<file path="src/hw/snp_consts.svh">
// Constants for the serial nonvolatile memory command block.
`ifndef SNP_CONSTS_SVH
`define SNP_CONSTS_SVH
`define SNP_OP_SET_LATCH 8'h06
`define SNP_OP_CLR_LATCH 8'h04
`define SNP_OP_RD_STAT 8'h05
`define SNP_OP_WR_STAT 8'h01
`define SNP_OP_MEM_RD 3'h3
`define SNP_OP_MEM_WR 3'h2
`define SNP_OP_ATOP_POS 3
`define SNP_ST_BP_HI 3
`define SNP_ST_BP_LO 2
`define SNP_ST_LATCH 1
`define SNP_ADDR_Q_LIMIT 9'h180
`define SNP_ADDR_H_LIMIT 9'h100
`define SNP_ADDR_LAST 9'h1FF
`define SNP_ADDR_FIRST 9'h000
`define SNP_PINS_RST 5'h0B
`define SNP_BP_RST 2'h0
`define SNP_CNT_LAST 3'h7
`endif

</file>
<file path="src/hw/snp_pkg.sv">
// Types shared by the serial nonvolatile memory command block.
package snp_pkg;
    typedef enum logic [2:0] {
        SNP_IDLE = 3'h0,
        SNP_OPCODE = 3'h1,
        SNP_ADDR = 3'h3,
        SNP_RDATA = 3'h2,
        SNP_WDATA = 3'h6,
        SNP_SREAD = 3'h7,
        SNP_SWRITE = 3'h5,
        SNP_IGNORE = 3'h4
    } snp_state_t;
    typedef struct packed {
        logic sck;
        logic cs_n;
        logic si;
        logic pause_n;
        logic wp_n;
    } snp_pins_t;
endpackage : snp_pkg

</file>
<file path="src/hw/snp_top.sv">
// Serial nonvolatile memory slave: commands, protection and burst access.
//
// Function
// - Protect bits choose blocked array range.
// - Writes need latch set and protect pin high.
// - Block ranges apply only when writes enabled.
// - Status read repeats current status byte.
// - Status write clears latch afterwards.
// - Write address: opcode bit three plus byte.
// - Write address increments, wraps at top.
// - Each full byte commits at eighth bit.
// - Protected address stops burst and address.
// - Select rise ends a write.
// - Read address taken alike, then data out.
// - Read bytes MSB first, address wraps.
// - Select rise ends read, output released.
// - Pause pin freezes operation while clock low.
// - First byte decodes as opcode.
// - Status byte layout, other bits zero.
// - Latch set only by set command.
// - Clock level at select fall picks mode.
`timescale 1ns/1ns
`include "snp_consts.svh"
module snp_top #(
    parameter int ADDR_W = 9,
    parameter int DEPTH = 512
) (
    input wire logic sys_clk_i,
    input wire logic reset_n_i,
    input wire logic spi_sck_i,
    input wire logic spi_cs_n_i,
    input wire logic spi_si_i,
    input wire logic spi_pause_n_i,
    input wire logic wp_n_i,
    output logic spi_so_o,
    output logic spi_so_oe_o,
    output logic spi_mode3_o,
    output logic [7:0] status_o
);
    snp_pkg::snp_pins_t pin_in;
    snp_pkg::snp_pins_t s1_q;
    snp_pkg::snp_pins_t s2_q;
    snp_pkg::snp_pins_t s3_q;
    snp_pkg::snp_pins_t filt_q;
    snp_pkg::snp_pins_t prev_q;
    snp_pkg::snp_state_t state_q;
    logic [7:0] mem_q [DEPTH];
    logic [2:0] cnt_q;
    logic [7:0] rx_q;
    logic [7:0] rx_byte;
    logic [ADDR_W-1:0] addr_q;
    logic [1:0] bp_q;
    logic write_enable_latch_q;
    logic wr_op_q;
    logic stopped_q;
    logic paused_q;
    logic cs_fall;
    logic cs_rise;
    logic sel;
    logic rise;
    logic fall;
    logic byte_done;
    logic write_ok;
    logic addr_prot;
    logic mem_we;
    logic [7:0] status_byte;
    logic [7:0] tx_byte;
    localparam logic [4:0] PINS_RST = `SNP_PINS_RST;

    assign pin_in = '{sck: spi_sck_i, cs_n: spi_cs_n_i, si: spi_si_i,
                      pause_n: spi_pause_n_i, wp_n: wp_n_i};

    // Three stage sampling of the pins; a level is accepted only once
    // the second and third stages agree, which rejects single glitches.
    always_ff @(posedge sys_clk_i or negedge reset_n_i) begin
        if (!reset_n_i) begin
            s1_q <= `SNP_PINS_RST;
            s2_q <= `SNP_PINS_RST;
            s3_q <= `SNP_PINS_RST;
            prev_q <= `SNP_PINS_RST;
        end else begin
            s1_q <= pin_in;
            s2_q <= s1_q;
            s3_q <= s2_q;
            prev_q <= filt_q;
        end
    end

    for (genvar g = 0; g < 5; g++) begin : g_filt
        always_ff @(posedge sys_clk_i or negedge reset_n_i) begin
            if (!reset_n_i) begin
                filt_q[g] <= PINS_RST[g];
            end else if (s2_q[g] == s3_q[g]) begin
                filt_q[g] <= s2_q[g];
            end
        end
    end

    assign sel = !filt_q.cs_n;
    assign cs_fall = prev_q.cs_n && !filt_q.cs_n;
    assign cs_rise = !prev_q.cs_n && filt_q.cs_n;
    // Clock edges are ignored while paused, so the transfer freezes.
    assign rise = sel && !paused_q && !prev_q.sck && filt_q.sck;
    assign fall = sel && !paused_q && prev_q.sck && !filt_q.sck;
    assign byte_done = rise && (cnt_q == `SNP_CNT_LAST);
    assign rx_byte = {rx_q[6:0], filt_q.si};

    assign write_ok = write_enable_latch_q && filt_q.wp_n;

    always_comb begin
        unique case (bp_q)
            2'h0: addr_prot = 1'b0;
            2'h1: addr_prot = addr_q >= `SNP_ADDR_Q_LIMIT;
            2'h2: addr_prot = addr_q >= `SNP_ADDR_H_LIMIT;
            2'h3: addr_prot = 1'b1;
        endcase
    end

    assign mem_we = byte_done && state_q == snp_pkg::SNP_WDATA
        && write_ok && !addr_prot && !stopped_q;
    assign status_byte = {4'h0, bp_q, write_enable_latch_q, 1'b0};
    assign tx_byte = (state_q == snp_pkg::SNP_SREAD) ? status_byte
        : mem_q[addr_q];

    // Pause state only moves while the clock is low.
    always_ff @(posedge sys_clk_i or negedge reset_n_i) begin
        if (!reset_n_i) begin
            paused_q <= 1'b0;
        end else if (!filt_q.sck) begin
            paused_q <= !filt_q.pause_n;
        end
    end

    always_ff @(posedge sys_clk_i or negedge reset_n_i) begin
        if (!reset_n_i) begin
            spi_mode3_o <= 1'b0;
        end else if (cs_fall) begin
            spi_mode3_o <= filt_q.sck;
        end
    end

    always_ff @(posedge sys_clk_i or negedge reset_n_i) begin
        if (!reset_n_i) begin
            cnt_q <= 3'h0;
            rx_q <= 8'h00;
        end else if (!sel) begin
            cnt_q <= 3'h0;
        end else if (rise) begin
            cnt_q <= cnt_q + 3'h1;
            rx_q <= rx_byte;
        end
    end

    always_ff @(posedge sys_clk_i or negedge reset_n_i) begin
        if (!reset_n_i) begin
            state_q <= snp_pkg::SNP_IDLE;
        end else if (cs_rise || !sel) begin
            state_q <= snp_pkg::SNP_IDLE;
        end else if (cs_fall) begin
            state_q <= snp_pkg::SNP_OPCODE;
        end else if (byte_done) begin
            unique case (state_q)
                snp_pkg::SNP_OPCODE: begin
                    if (rx_byte == `SNP_OP_RD_STAT) begin
                        state_q <= snp_pkg::SNP_SREAD;
                    end else if (rx_byte == `SNP_OP_WR_STAT) begin
                        state_q <= snp_pkg::SNP_SWRITE;
                    end else if (rx_byte[7:4] == 4'h0 && (rx_byte[2:0]
                        == `SNP_OP_MEM_RD || rx_byte[2:0]
                        == `SNP_OP_MEM_WR)) begin
                        state_q <= snp_pkg::SNP_ADDR;
                    end else begin
                        state_q <= snp_pkg::SNP_IGNORE;
                    end
                end
                snp_pkg::SNP_ADDR: begin
                    state_q <= wr_op_q ? snp_pkg::SNP_WDATA
                        : snp_pkg::SNP_RDATA;
                end
                snp_pkg::SNP_SWRITE: begin
                    state_q <= snp_pkg::SNP_IGNORE;
                end
                // A status read repeats the byte, data bursts stay.
                default: begin
                    state_q <= state_q;
                end
            endcase
        end
    end

    // Marks a command that counts as a write, so the latch drops at
    // the select rise even if the write itself was refused.
    always_ff @(posedge sys_clk_i or negedge reset_n_i) begin
        if (!reset_n_i) begin
            wr_op_q <= 1'b0;
        end else if (cs_fall) begin
            wr_op_q <= 1'b0;
        end else if (byte_done && state_q == snp_pkg::SNP_OPCODE) begin
            wr_op_q <= rx_byte == `SNP_OP_CLR_LATCH
                || rx_byte == `SNP_OP_WR_STAT
                || (rx_byte[7:4] == 4'h0
                && rx_byte[2:0] == `SNP_OP_MEM_WR);
        end
    end

    always_ff @(posedge sys_clk_i or negedge reset_n_i) begin
        if (!reset_n_i) begin
            write_enable_latch_q <= 1'b0;
        end else if (cs_rise && wr_op_q) begin
            write_enable_latch_q <= 1'b0;
        end else if (byte_done && state_q == snp_pkg::SNP_OPCODE
            && rx_byte == `SNP_OP_SET_LATCH) begin
            write_enable_latch_q <= 1'b1;
        end
    end

    always_ff @(posedge sys_clk_i or negedge reset_n_i) begin
        if (!reset_n_i) begin
            bp_q <= `SNP_BP_RST;
        end else if (byte_done && state_q == snp_pkg::SNP_SWRITE
            && write_ok) begin
            bp_q <= {rx_byte[`SNP_ST_BP_HI],
                rx_byte[`SNP_ST_BP_LO]};
        end
    end

    always_ff @(posedge sys_clk_i or negedge reset_n_i) begin
        if (!reset_n_i) begin
            addr_q <= `SNP_ADDR_FIRST;
            stopped_q <= 1'b0;
        end else if (cs_fall) begin
            stopped_q <= 1'b0;
        end else if (byte_done) begin
            if (state_q == snp_pkg::SNP_OPCODE) begin
                addr_q[ADDR_W-1] <= rx_byte[`SNP_OP_ATOP_POS];
            end else if (state_q == snp_pkg::SNP_ADDR) begin
                addr_q[7:0] <= rx_byte;
            end else if (state_q == snp_pkg::SNP_WDATA) begin
                if (write_ok && (addr_prot || stopped_q)) begin
                    stopped_q <= 1'b1;
                end else begin
                    addr_q <= addr_q + 9'h001;
                end
            end else if (state_q == snp_pkg::SNP_RDATA) begin
                addr_q <= addr_q + 9'h001;
            end
        end
    end

    // The array has no reset: contents are meant to persist.
    always_ff @(posedge sys_clk_i) begin
        if (mem_we) begin
            mem_q[addr_q] <= rx_byte;
        end
    end

    // Output bits change on falling clock edges, MSB first.
    always_ff @(posedge sys_clk_i or negedge reset_n_i) begin
        if (!reset_n_i) begin
            spi_so_o <= 1'b0;
            spi_so_oe_o <= 1'b0;
        end else if (cs_rise || !sel) begin
            spi_so_oe_o <= 1'b0;
        end else if (fall && (state_q == snp_pkg::SNP_RDATA
            || state_q == snp_pkg::SNP_SREAD)) begin
            spi_so_o <= tx_byte[3'h7 - cnt_q];
            spi_so_oe_o <= 1'b1;
        end
    end

    always_ff @(posedge sys_clk_i or negedge reset_n_i) begin
        if (!reset_n_i) begin
            status_o <= 8'h00;
        end else begin
            status_o <= status_byte;
        end
    end

    a_latch_clear_end: assert property (
        @(posedge sys_clk_i) disable iff (!reset_n_i)
        cs_rise && wr_op_q |=> !write_enable_latch_q)
        else $error("latch not cleared after write command");

    a_latch_set_cause: assert property (
        @(posedge sys_clk_i) disable iff (!reset_n_i)
        $rose(write_enable_latch_q) |-> $past(byte_done)
        && $past(state_q) == snp_pkg::SNP_OPCODE
        && $past(rx_byte) == `SNP_OP_SET_LATCH)
        else $error("latch set without set command");

    a_so_release: assert property (
        @(posedge sys_clk_i) disable iff (!reset_n_i)
        cs_rise |=> !spi_so_oe_o [*2])
        else $error("output still driven after deselect");

    a_block_guard: assert property (
        @(posedge sys_clk_i) disable iff (!reset_n_i)
        mem_we |-> (bp_q == 2'h0 || (bp_q == 2'h1
        && addr_q < `SNP_ADDR_Q_LIMIT) || (bp_q == 2'h2
        && addr_q < `SNP_ADDR_H_LIMIT)) && write_enable_latch_q
        && filt_q.wp_n)
        else $error("write into protected range");

    a_addr_wrap: assert property (
        @(posedge sys_clk_i) disable iff (!reset_n_i)
        mem_we && addr_q == `SNP_ADDR_LAST
        |=> addr_q == `SNP_ADDR_FIRST)
        else $error("write address did not wrap");

    a_burst_stop: assert property (
        @(posedge sys_clk_i) disable iff (!reset_n_i)
        stopped_q && !cs_fall |=> !mem_we && $stable(addr_q))
        else $error("stopped burst still writing");

    a_bp_refuse: assert property (
        @(posedge sys_clk_i) disable iff (!reset_n_i)
        bp_q != $past(bp_q) |-> $past(write_ok)
        && $past(state_q) == snp_pkg::SNP_SWRITE)
        else $error("protect bits changed without permission");

    a_pause_freeze: assert property (
        @(posedge sys_clk_i) disable iff (!reset_n_i)
        paused_q && sel ##1 paused_q && sel |-> $stable(cnt_q))
        else $error("bit count moved while paused");

    a_mode_pick: assert property (
        @(posedge sys_clk_i) disable iff (!reset_n_i)
        cs_fall |=> spi_mode3_o == $past(filt_q.sck))
        else $error("mode not taken from clock level");

    a_status_zero: assert property (
        @(posedge sys_clk_i) disable iff (!reset_n_i)
        status_o[7:4] == 4'h0 && !status_o[0]
        && status_o[`SNP_ST_LATCH] == $past(write_enable_latch_q))
        else $error("status layout wrong");
endmodule : snp_top

</file>
<file path="config.mk">
export PLATFORM = sky130hd
export DESIGN_NAME = snp_top
export DESIGN_NICKNAME = d
export VERILOG_FILES = /design/src/hw/snp_pkg.sv /design/src/hw/snp_top.sv
export VERILOG_INCLUDE_DIRS = /design/src /design/src/hw
export SDC_FILE = /design/constraint.sdc
export NUM_CORES = 2
export LEC_CHECK = 0
export ABC_AREA = 1
export ABC_CLOCK_PERIOD_IN_PS = 16500
export CAP_MARGIN = 15
export CORE_UTILIZATION = 38
export CTS_CLUSTER_DIAMETER = 200
export DETAILED_ROUTE_END_ITERATION = 12
export DONT_BUFFER_PORTS = 1
export PLACE_DENSITY_LB_ADDON = 0.05
export SYNTH_ARGS = -nofsm -noshare
export SYNTH_HDL_FRONTEND = slang
export SYNTH_SLANG_ARGS = --single-unit
</file>
<file path="constraint.sdc">
create_clock -name sys_clk_i -period 16.5 [get_ports sys_clk_i]
set_clock_uncertainty 0.2 [all_clocks]
set_input_delay 1.65 -clock sys_clk_i [delete_from_list [all_inputs] [get_ports sys_clk_i]]
set_output_delay 1.65 -clock sys_clk_i [all_outputs]
set_load 0.02 [all_outputs]
</file>
== After elaboration in Yosys (flattened, before gate mapping) ==
Memories as Yosys holds them, arrays and structs flattened.
Index checks and enable logic that the tools add are counted.

* Bits in registers: 56
* Bits in writable memories: 4096
* Output and inout port bits: 11
* Memories: 1

* Add/sub/neg operators: 3
* Order comparisons: 3
* Equality and inequality tests: 26
* Mux-type cells: 34
* Bitwise logic cells: 4
* Reduce and logical (&&, ||, !) cells: 55

{| class="wikitable"
|+ Memories
! memory !! words !! bits a word !! read ports !! clocked after Yosys merged registers in !! wr ports !! line !! source
|-
| mem_q || 512 || 8 || 1 || 0 || 1 || snp_top.sv:47 || <nowiki>logic [7:0] mem_q [DEPTH];</nowiki>
|}

{| class="wikitable"
|+ Operators by type and width
! cell !! count
|-
| 2-to-1 mux 3 bit || 9
|-
| 2-to-1 mux 9 bit || 3
|-
| equality test 8 x 3 -> 1 bit, second input constant || 3
|-
| logical AND 1 bit || 22
|-
| greater-or-equal comparator 9 bit, second input constant || 2
|-
| 2-to-1 mux 1 bit || 17
|-
| 2-to-1 mux 8 bit || 2
|-
| AND reduction 5 bit || 3
|-
| nonzero test 2 bit || 7
|-
| equality test 3 x 2 -> 1 bit, second input constant || 4
|-
| equality test 3 bit, second input constant || 4
|-
| adder 9 x 1 -> 9 bit, second input constant || 1
|-
| case mux 3 bit (3 select lines) || 1
|-
| nonzero test 3 bit || 3
|-
| equality test 8 x 1 -> 1 bit, second input constant || 1
|-
| logical NOT 1 bit || 8
|-
| logical OR 1 bit || 6
|-
| != test 2 bit, second input constant || 3
|-
| != test 3 bit, second input constant || 2
|-
| AND reduction 2 bit || 3
|-
| equality test 1 bit || 5
|-
| nonzero test 5 bit || 1
|-
| equality test 2 bit, second input constant || 2
|-
| logical NOT 4 bit || 1
|-
| other kinds (9) || 12
|}

== Longest topological paths before layout ==
* Depth after elaboration: 11
* Depth in mapped cells: 27
* Mapped depth without buffers: 23

== Worst setup path before layout ==
OpenSTA, ideal clock, no wires.

* Kind: reg2reg
* Start point: register rx_q[1]
* End point: register state_q[0]
* Data arrival time: 8230 ps
* Required time: 16196 ps
* Slack: 7967 ps
* Cell stages (with the launch flop): 7
* Path buffers: 0
* Period minus slack after synthesis: 8533 ps
* Cell sequence: dfrtp_1 -> inv_1 -> nor4_1 -> nand2_1 -> nand2_1 -> o21ai_0 -> a221oi_1

* Longest elaborated chain between the ends: 10

{| class="wikitable"
|+ RTL lines
! what !! line !! source
|-
| start, declared || snp_top.sv:49 || <nowiki>logic [7:0] rx_q;</nowiki>
|-
| start signal, assigned || snp_top.sv:150 || <nowiki>rx_q <= rx_byte;</nowiki>
|-
| equality test 3 x 2 -> 1 bit (no line) || n/a ||
|-
| logical OR 1 bit (no line) || n/a ||
|-
| logical AND 1 bit || snp_top.sv:168 || <nowiki>end else if (rx_byte[7:4] == 4'h0 && (rx_byte[2:0]</nowiki>
|-
| 2-to-1 mux 3 bit || snp_top.sv:168 ||
|-
| 2-to-1 mux 3 bit || snp_top.sv:166 || <nowiki>end else if (rx_byte == `SNP_OP_WR_STAT) begin</nowiki>
|-
| 2-to-1 mux 3 bit * || snp_top.sv:164 || <nowiki>if (rx_byte == `SNP_OP_RD_STAT) begin</nowiki>
|-
| case mux 3 bit (3 select lines) * || snp_top.sv:162 || <nowiki>unique case (state_q)</nowiki>
|-
| 2-to-1 mux 3 bit * || snp_top.sv:161 || <nowiki>end else if (byte_done) begin</nowiki>
|-
| 2-to-1 mux 3 bit * || snp_top.sv:159 || <nowiki>end else if (cs_fall) begin</nowiki>
|-
| 2-to-1 mux 3 bit * || snp_top.sv:157 || <nowiki>end else if (cs_rise || !sel) begin</nowiki>
|-
| end signal, assigned || snp_top.sv:156 || <nowiki>state_q <= snp_pkg::SNP_IDLE;</nowiki>
|-
| end signal, assigned || snp_top.sv:158 || <nowiki>state_q <= snp_pkg::SNP_IDLE;</nowiki>
|-
| end signal, assigned || snp_top.sv:160 || <nowiki>state_q <= snp_pkg::SNP_OPCODE;</nowiki>
|-
| end, declared || snp_top.sv:46 || <nowiki>snp_pkg::snp_state_t state_q;</nowiki>
|}

Every way passes the cells marked *; elsewhere a longest branch is shown, timed or not. The select of a mux whose other input is x is not followed.
A chain may end at the register's enable or synchronous reset.

== Final worst setup path ==
* Start point: register addr_q[0]
* End point: register spi_so_o

* Longest elaborated chain between the ends: 4

{| class="wikitable"
|+ RTL lines
! what !! line !! source
|-
| start, declared || snp_top.sv:51 || <nowiki>logic [ADDR_W-1:0] addr_q;</nowiki>
|-
| start signal, assigned || snp_top.sv:229 || <nowiki>addr_q <= `SNP_ADDR_FIRST;</nowiki>
|-
| start signal, assigned by index || snp_top.sv:235 || <nowiki>addr_q[ADDR_W-1] <= rx_byte[`SNP_OP_ATOP_POS];</nowiki>
|-
| start signal, assigned || snp_top.sv:237 || <nowiki>addr_q[7:0] <= rx_byte;</nowiki>
|-
| memory read (512 x 8 bit) || n/a ||
|-
| 2-to-1 mux 8 bit || snp_top.sv:122 || <nowiki>assign tx_byte = (state_q == snp_pkg::SNP_SREAD) ? status_byte</nowiki>
|-
| binary-select mux 1 bit (select 3 bit) || snp_top.sv:266 || <nowiki>spi_so_o <= tx_byte[3'h7 - cnt_q];</nowiki>
|-
| 2-to-1 mux 1 bit (implied by the code) || snp_top.sv:266 ||
|-
| end signal, assigned || snp_top.sv:266 ||
|-
| end, declared || snp_top.sv:35 || <nowiki>output logic spi_so_o,</nowiki>
|}

Every way passes these cells. The select of a mux whose other input is x is not followed.

==> summary.txt <==
R2R Setup Slk -> 9880 ps
xor/xnor share of the synthesized area -> 0.00518%
leak pwr -> 0.0657 uW
RSZ-0062 raised after global routing -> no
Syn. warnings -> 0
Synth Area in Compound Gates -> 7.67%
initial DRC count -> 10400
pin count of the biggest net entering global routing -> 193
most frequent cells in the layout -> edfxtp_1, nor2_1, nand2_1, o21ai_0, clkbuf_16
CP Capture Type -> register
drt pass-1 iters -> 6
Post-CTS Setup Inserts -> 0
Hold Path Class -> reg2reg
share of cells above drive strength 1 -> 5.81%
mux cell area share after synthesis -> 0%
# clock sinks -> 4152
Nets -> 14600
largest family of logic cells by synthesized area -> simple AND/OR/NAND/NOR gates
via count -> 110000
Pwr Density -> 126 nW/um^2
Avg Vias per Cell -> 5.29
Initial Util -> 38.3%
area grow syn2layout -> 11.4%
Synth cell types -> 39
sequential area share after synthesis -> 73.5%
dpl cells -> 20000
Post-Syn Area -> 169000 sq um
Switching Share -> 23.2%
Non-Filler Instances -> 20900
post-route ant nets -> 0
Worst Hold Path Cells -> 0
Simple-Gate Fraction of Synth Area -> 15.5%
Syn Inst Count -> 14800
Fill cells -> 41400
Sequential Area -> 124000 sq um
area of the multi-input gates -> 39500 sq um
WL final -> 548 mm
most common cell after layout, fill and taps aside -> edfxtp_1
final hold vios -> 0
Sequential Power Share -> 53.4%
# port buffers -> 0
worst setup path class -> reg2reg
f_max -> 151 MHz
Final Cycle Share -> 40.2%
TritonCTS Buffers -> 456
routed wl met3 -> 29.0 mm
Yosys top cell by area -> edfxtp_1
Routed WL per cell -> 26.3 um
Reg-to-Reg Start -> addr_q[0]
Slew Viols, Final -> 0
top post-synthesis cells by area -> edfxtp_1, nor2_1, nand2_1
Die W -> 669 um
Crit Path Max Fanout -> 166
DR DRC count -> 0
vias in the first global route -> 107000
DIE HEIGHT -> 669 um
reg2reg end -> spi_so_o
Min Clock Period, post-route -> 6620 ps
worst slew pin tran -> 1150 ps
area share of the largest cell type after synthesis -> 72.7%
setup TNS -> 0 ps
crit path launch type -> register
clk slew on worst S/H paths -> 60 ps
max_cap viols -> 0
GRT Total Usage -> 23.8%
CTS Hold Buffers Added -> 0
min-delay src -> s1_q[4]
Post-Route M1 WL -> 245 mm
Internal -> 18200 uW
Synth Area in Adders -> 0.0739%
first-pass GRT wire length -> 788 mm
Remaining Overflow, GRT -> 0
number of I/O pins -> 18
final setup violation count -> 0
gpl congestion -> 0.822
number of synthesized register bits -> 4152
Core Area -> 442000 sq um
hold endpoint -> s2_q[4]
met2 WL post-DR -> 257 mm
proportion of power drawn by the clock network -> 41.6%
Worst slew margin -> 23.2%
Row Count -> 244
Peak VDD IR -> 133 uV
CTS tree -> yes
initial antenna violation count -> 31
CTS H-tree lvls -> 5
Worst Reg-to-Reg Cells -> 23
latest clock arrival within the worst-skew pair -> 990 ps
clk buf depth -> 4
worst path arrival time -> 7270 ps
status -> completed
post_cts resized -> 0
Mean Syn Cell Area -> 11.4 sq um
worst path required time -> 17150 ps
CTS Root Cell -> clkbuf_16
Net Sw Power -> 5500 uW
die area -> 448000 sq um
top routing layer in use -> met5
HPWL after DPL -> 308 mm
logic gate share of total power -> 5.0%
==> cell type report <==
class,instances,share of cell area [%]
multi-input cells,9460,21.0
diodes,13,0.0172
inverters,306,0.643
clock buffers,565,6.37
flip-flops and latches,4152,66.0
repair buffers,203,0.956
clock inverters,262,1.15
well taps,5904,3.92
==> power by group through the flow <==
stage | Combinational [uW] | Clock, uW | Sequential (uW)
finish | 1190 | 9880 | 12700
detailed placement | 1220 | 0 | 12900
global route | 1280 | 10400 | 12700
global placement | 1190 | 0 | 12900
floorplan | 35.8 | 0 | 13700
CTS | 1220 | 10000 | 12700
==> synthesized netlist by cell type, drive strengths merged <==
cell and count:
nand4 40, xor2 1, o211ai 17, edfxtp 4096
nor2 3790, dfstp 13, a31oi 3, buf 535
nor3 9, o22ai 246, clkinv 13, a21o 1
o21bai 1, a21oi 20, conb 1, nor4 6
o31ai 2, o311ai 1, maj3 5, a221oi 1
inv 293, dfrtp 43, o21ai 2224, and2 3
nand2 2948, ha 6, clkbuf 366, nand3 129
o2111ai 2
==> worst max-delay path: stages, from the launching register on <==
cell	delay, ps
dfrtp_4	690
inv_16	440
buf_4	770
buf_4	840
buf_4	730
nand2_1	110
nand3_1	100
nand2_1	60
nand2_1	150
nand2_1	80
nor2_1	160
nor2_1	60
nor2_1	150
nand2_1	210
nand2_1	310
nand2_1	300
nor2_1	220
nand3_1	90
a21oi_1	140
nand2_1	70
nand3_1	110
nand2_1	70
nand2_1	60
nand2_1	50
==> through the flow <==
stage / hold slack (ps) / instance area [sq um] / setup slack [ps] / utilization (%) / total power, uW
2_1_floorplan: 131 / 169000 / 7970 / - / 13700
3_3_place_gp: 138 / 174000 / 9720 / 39.4 / 14100
3_5_place_dp: 136 / 174000 / 9920 / 39.4 / 14100
4_1_cts: 55.9 / 189000 / 9860 / 42.6 / 23900
5_1_grt: 96.6 / 189000 / 9490 / 42.6 / 24400
6_report: 146 / 189000 / 9880 / 42.6 / 23700
==> routing by layer <==
metal,global-route usage [%],vias to the layer above
li1,-,50600
met1,33.6,55900
met2,38.8,3150
met3,2.86,727
met4,6.94,4
met5,0,-
==> kinds of logic after synthesis <==
| group | Yosys count |
|---|---|
| xor gates and xnor gates | 1 |
| other | 1 |
| AOI/OAI and AO/OA | 2518 |
| buffers and inverters | 1207 |
| and+or+nand+nor | 6925 |
| adders and majority gates | 11 |
| DFF | 4152 |
==> registers in the layout, indices dropped and copies added (netlist names) <==
register,count
mem_q,4096
addr_q,9
rx_q,7
filt_q,5
s1_q,5
s2_q,5
s3_q,5
cnt_q,3
state_q,3
status_o,3
bp_q,2
prev_q,2
paused_q,1
spi_mode3_o,1
spi_so_o,1
spi_so_oe_o,1
stopped_q,1
wr_op_q,1
write_enable_latch_q,1
==> how the worst max path moves through the flow <==
| stage | startpoint | endpoint | slack, ps | depth (start not counted) |
|---|---|---|---|---|
| floorplan | rx_q[1] | state_q[0] | 7970 | 6 |
| global placement | addr_q[0] | spi_so_o | 9720 | 23 |
| detailed placement | addr_q[0] | spi_so_o | 9920 | 23 |
| CTS | addr_q[0] | spi_so_o | 9860 | 22 |
| global route | addr_q[0] | spi_so_o | 9490 | 23 |
| finish | addr_q[0] | spi_so_o | 9880 | 23 |
Power figures use the tool's default switching activity.
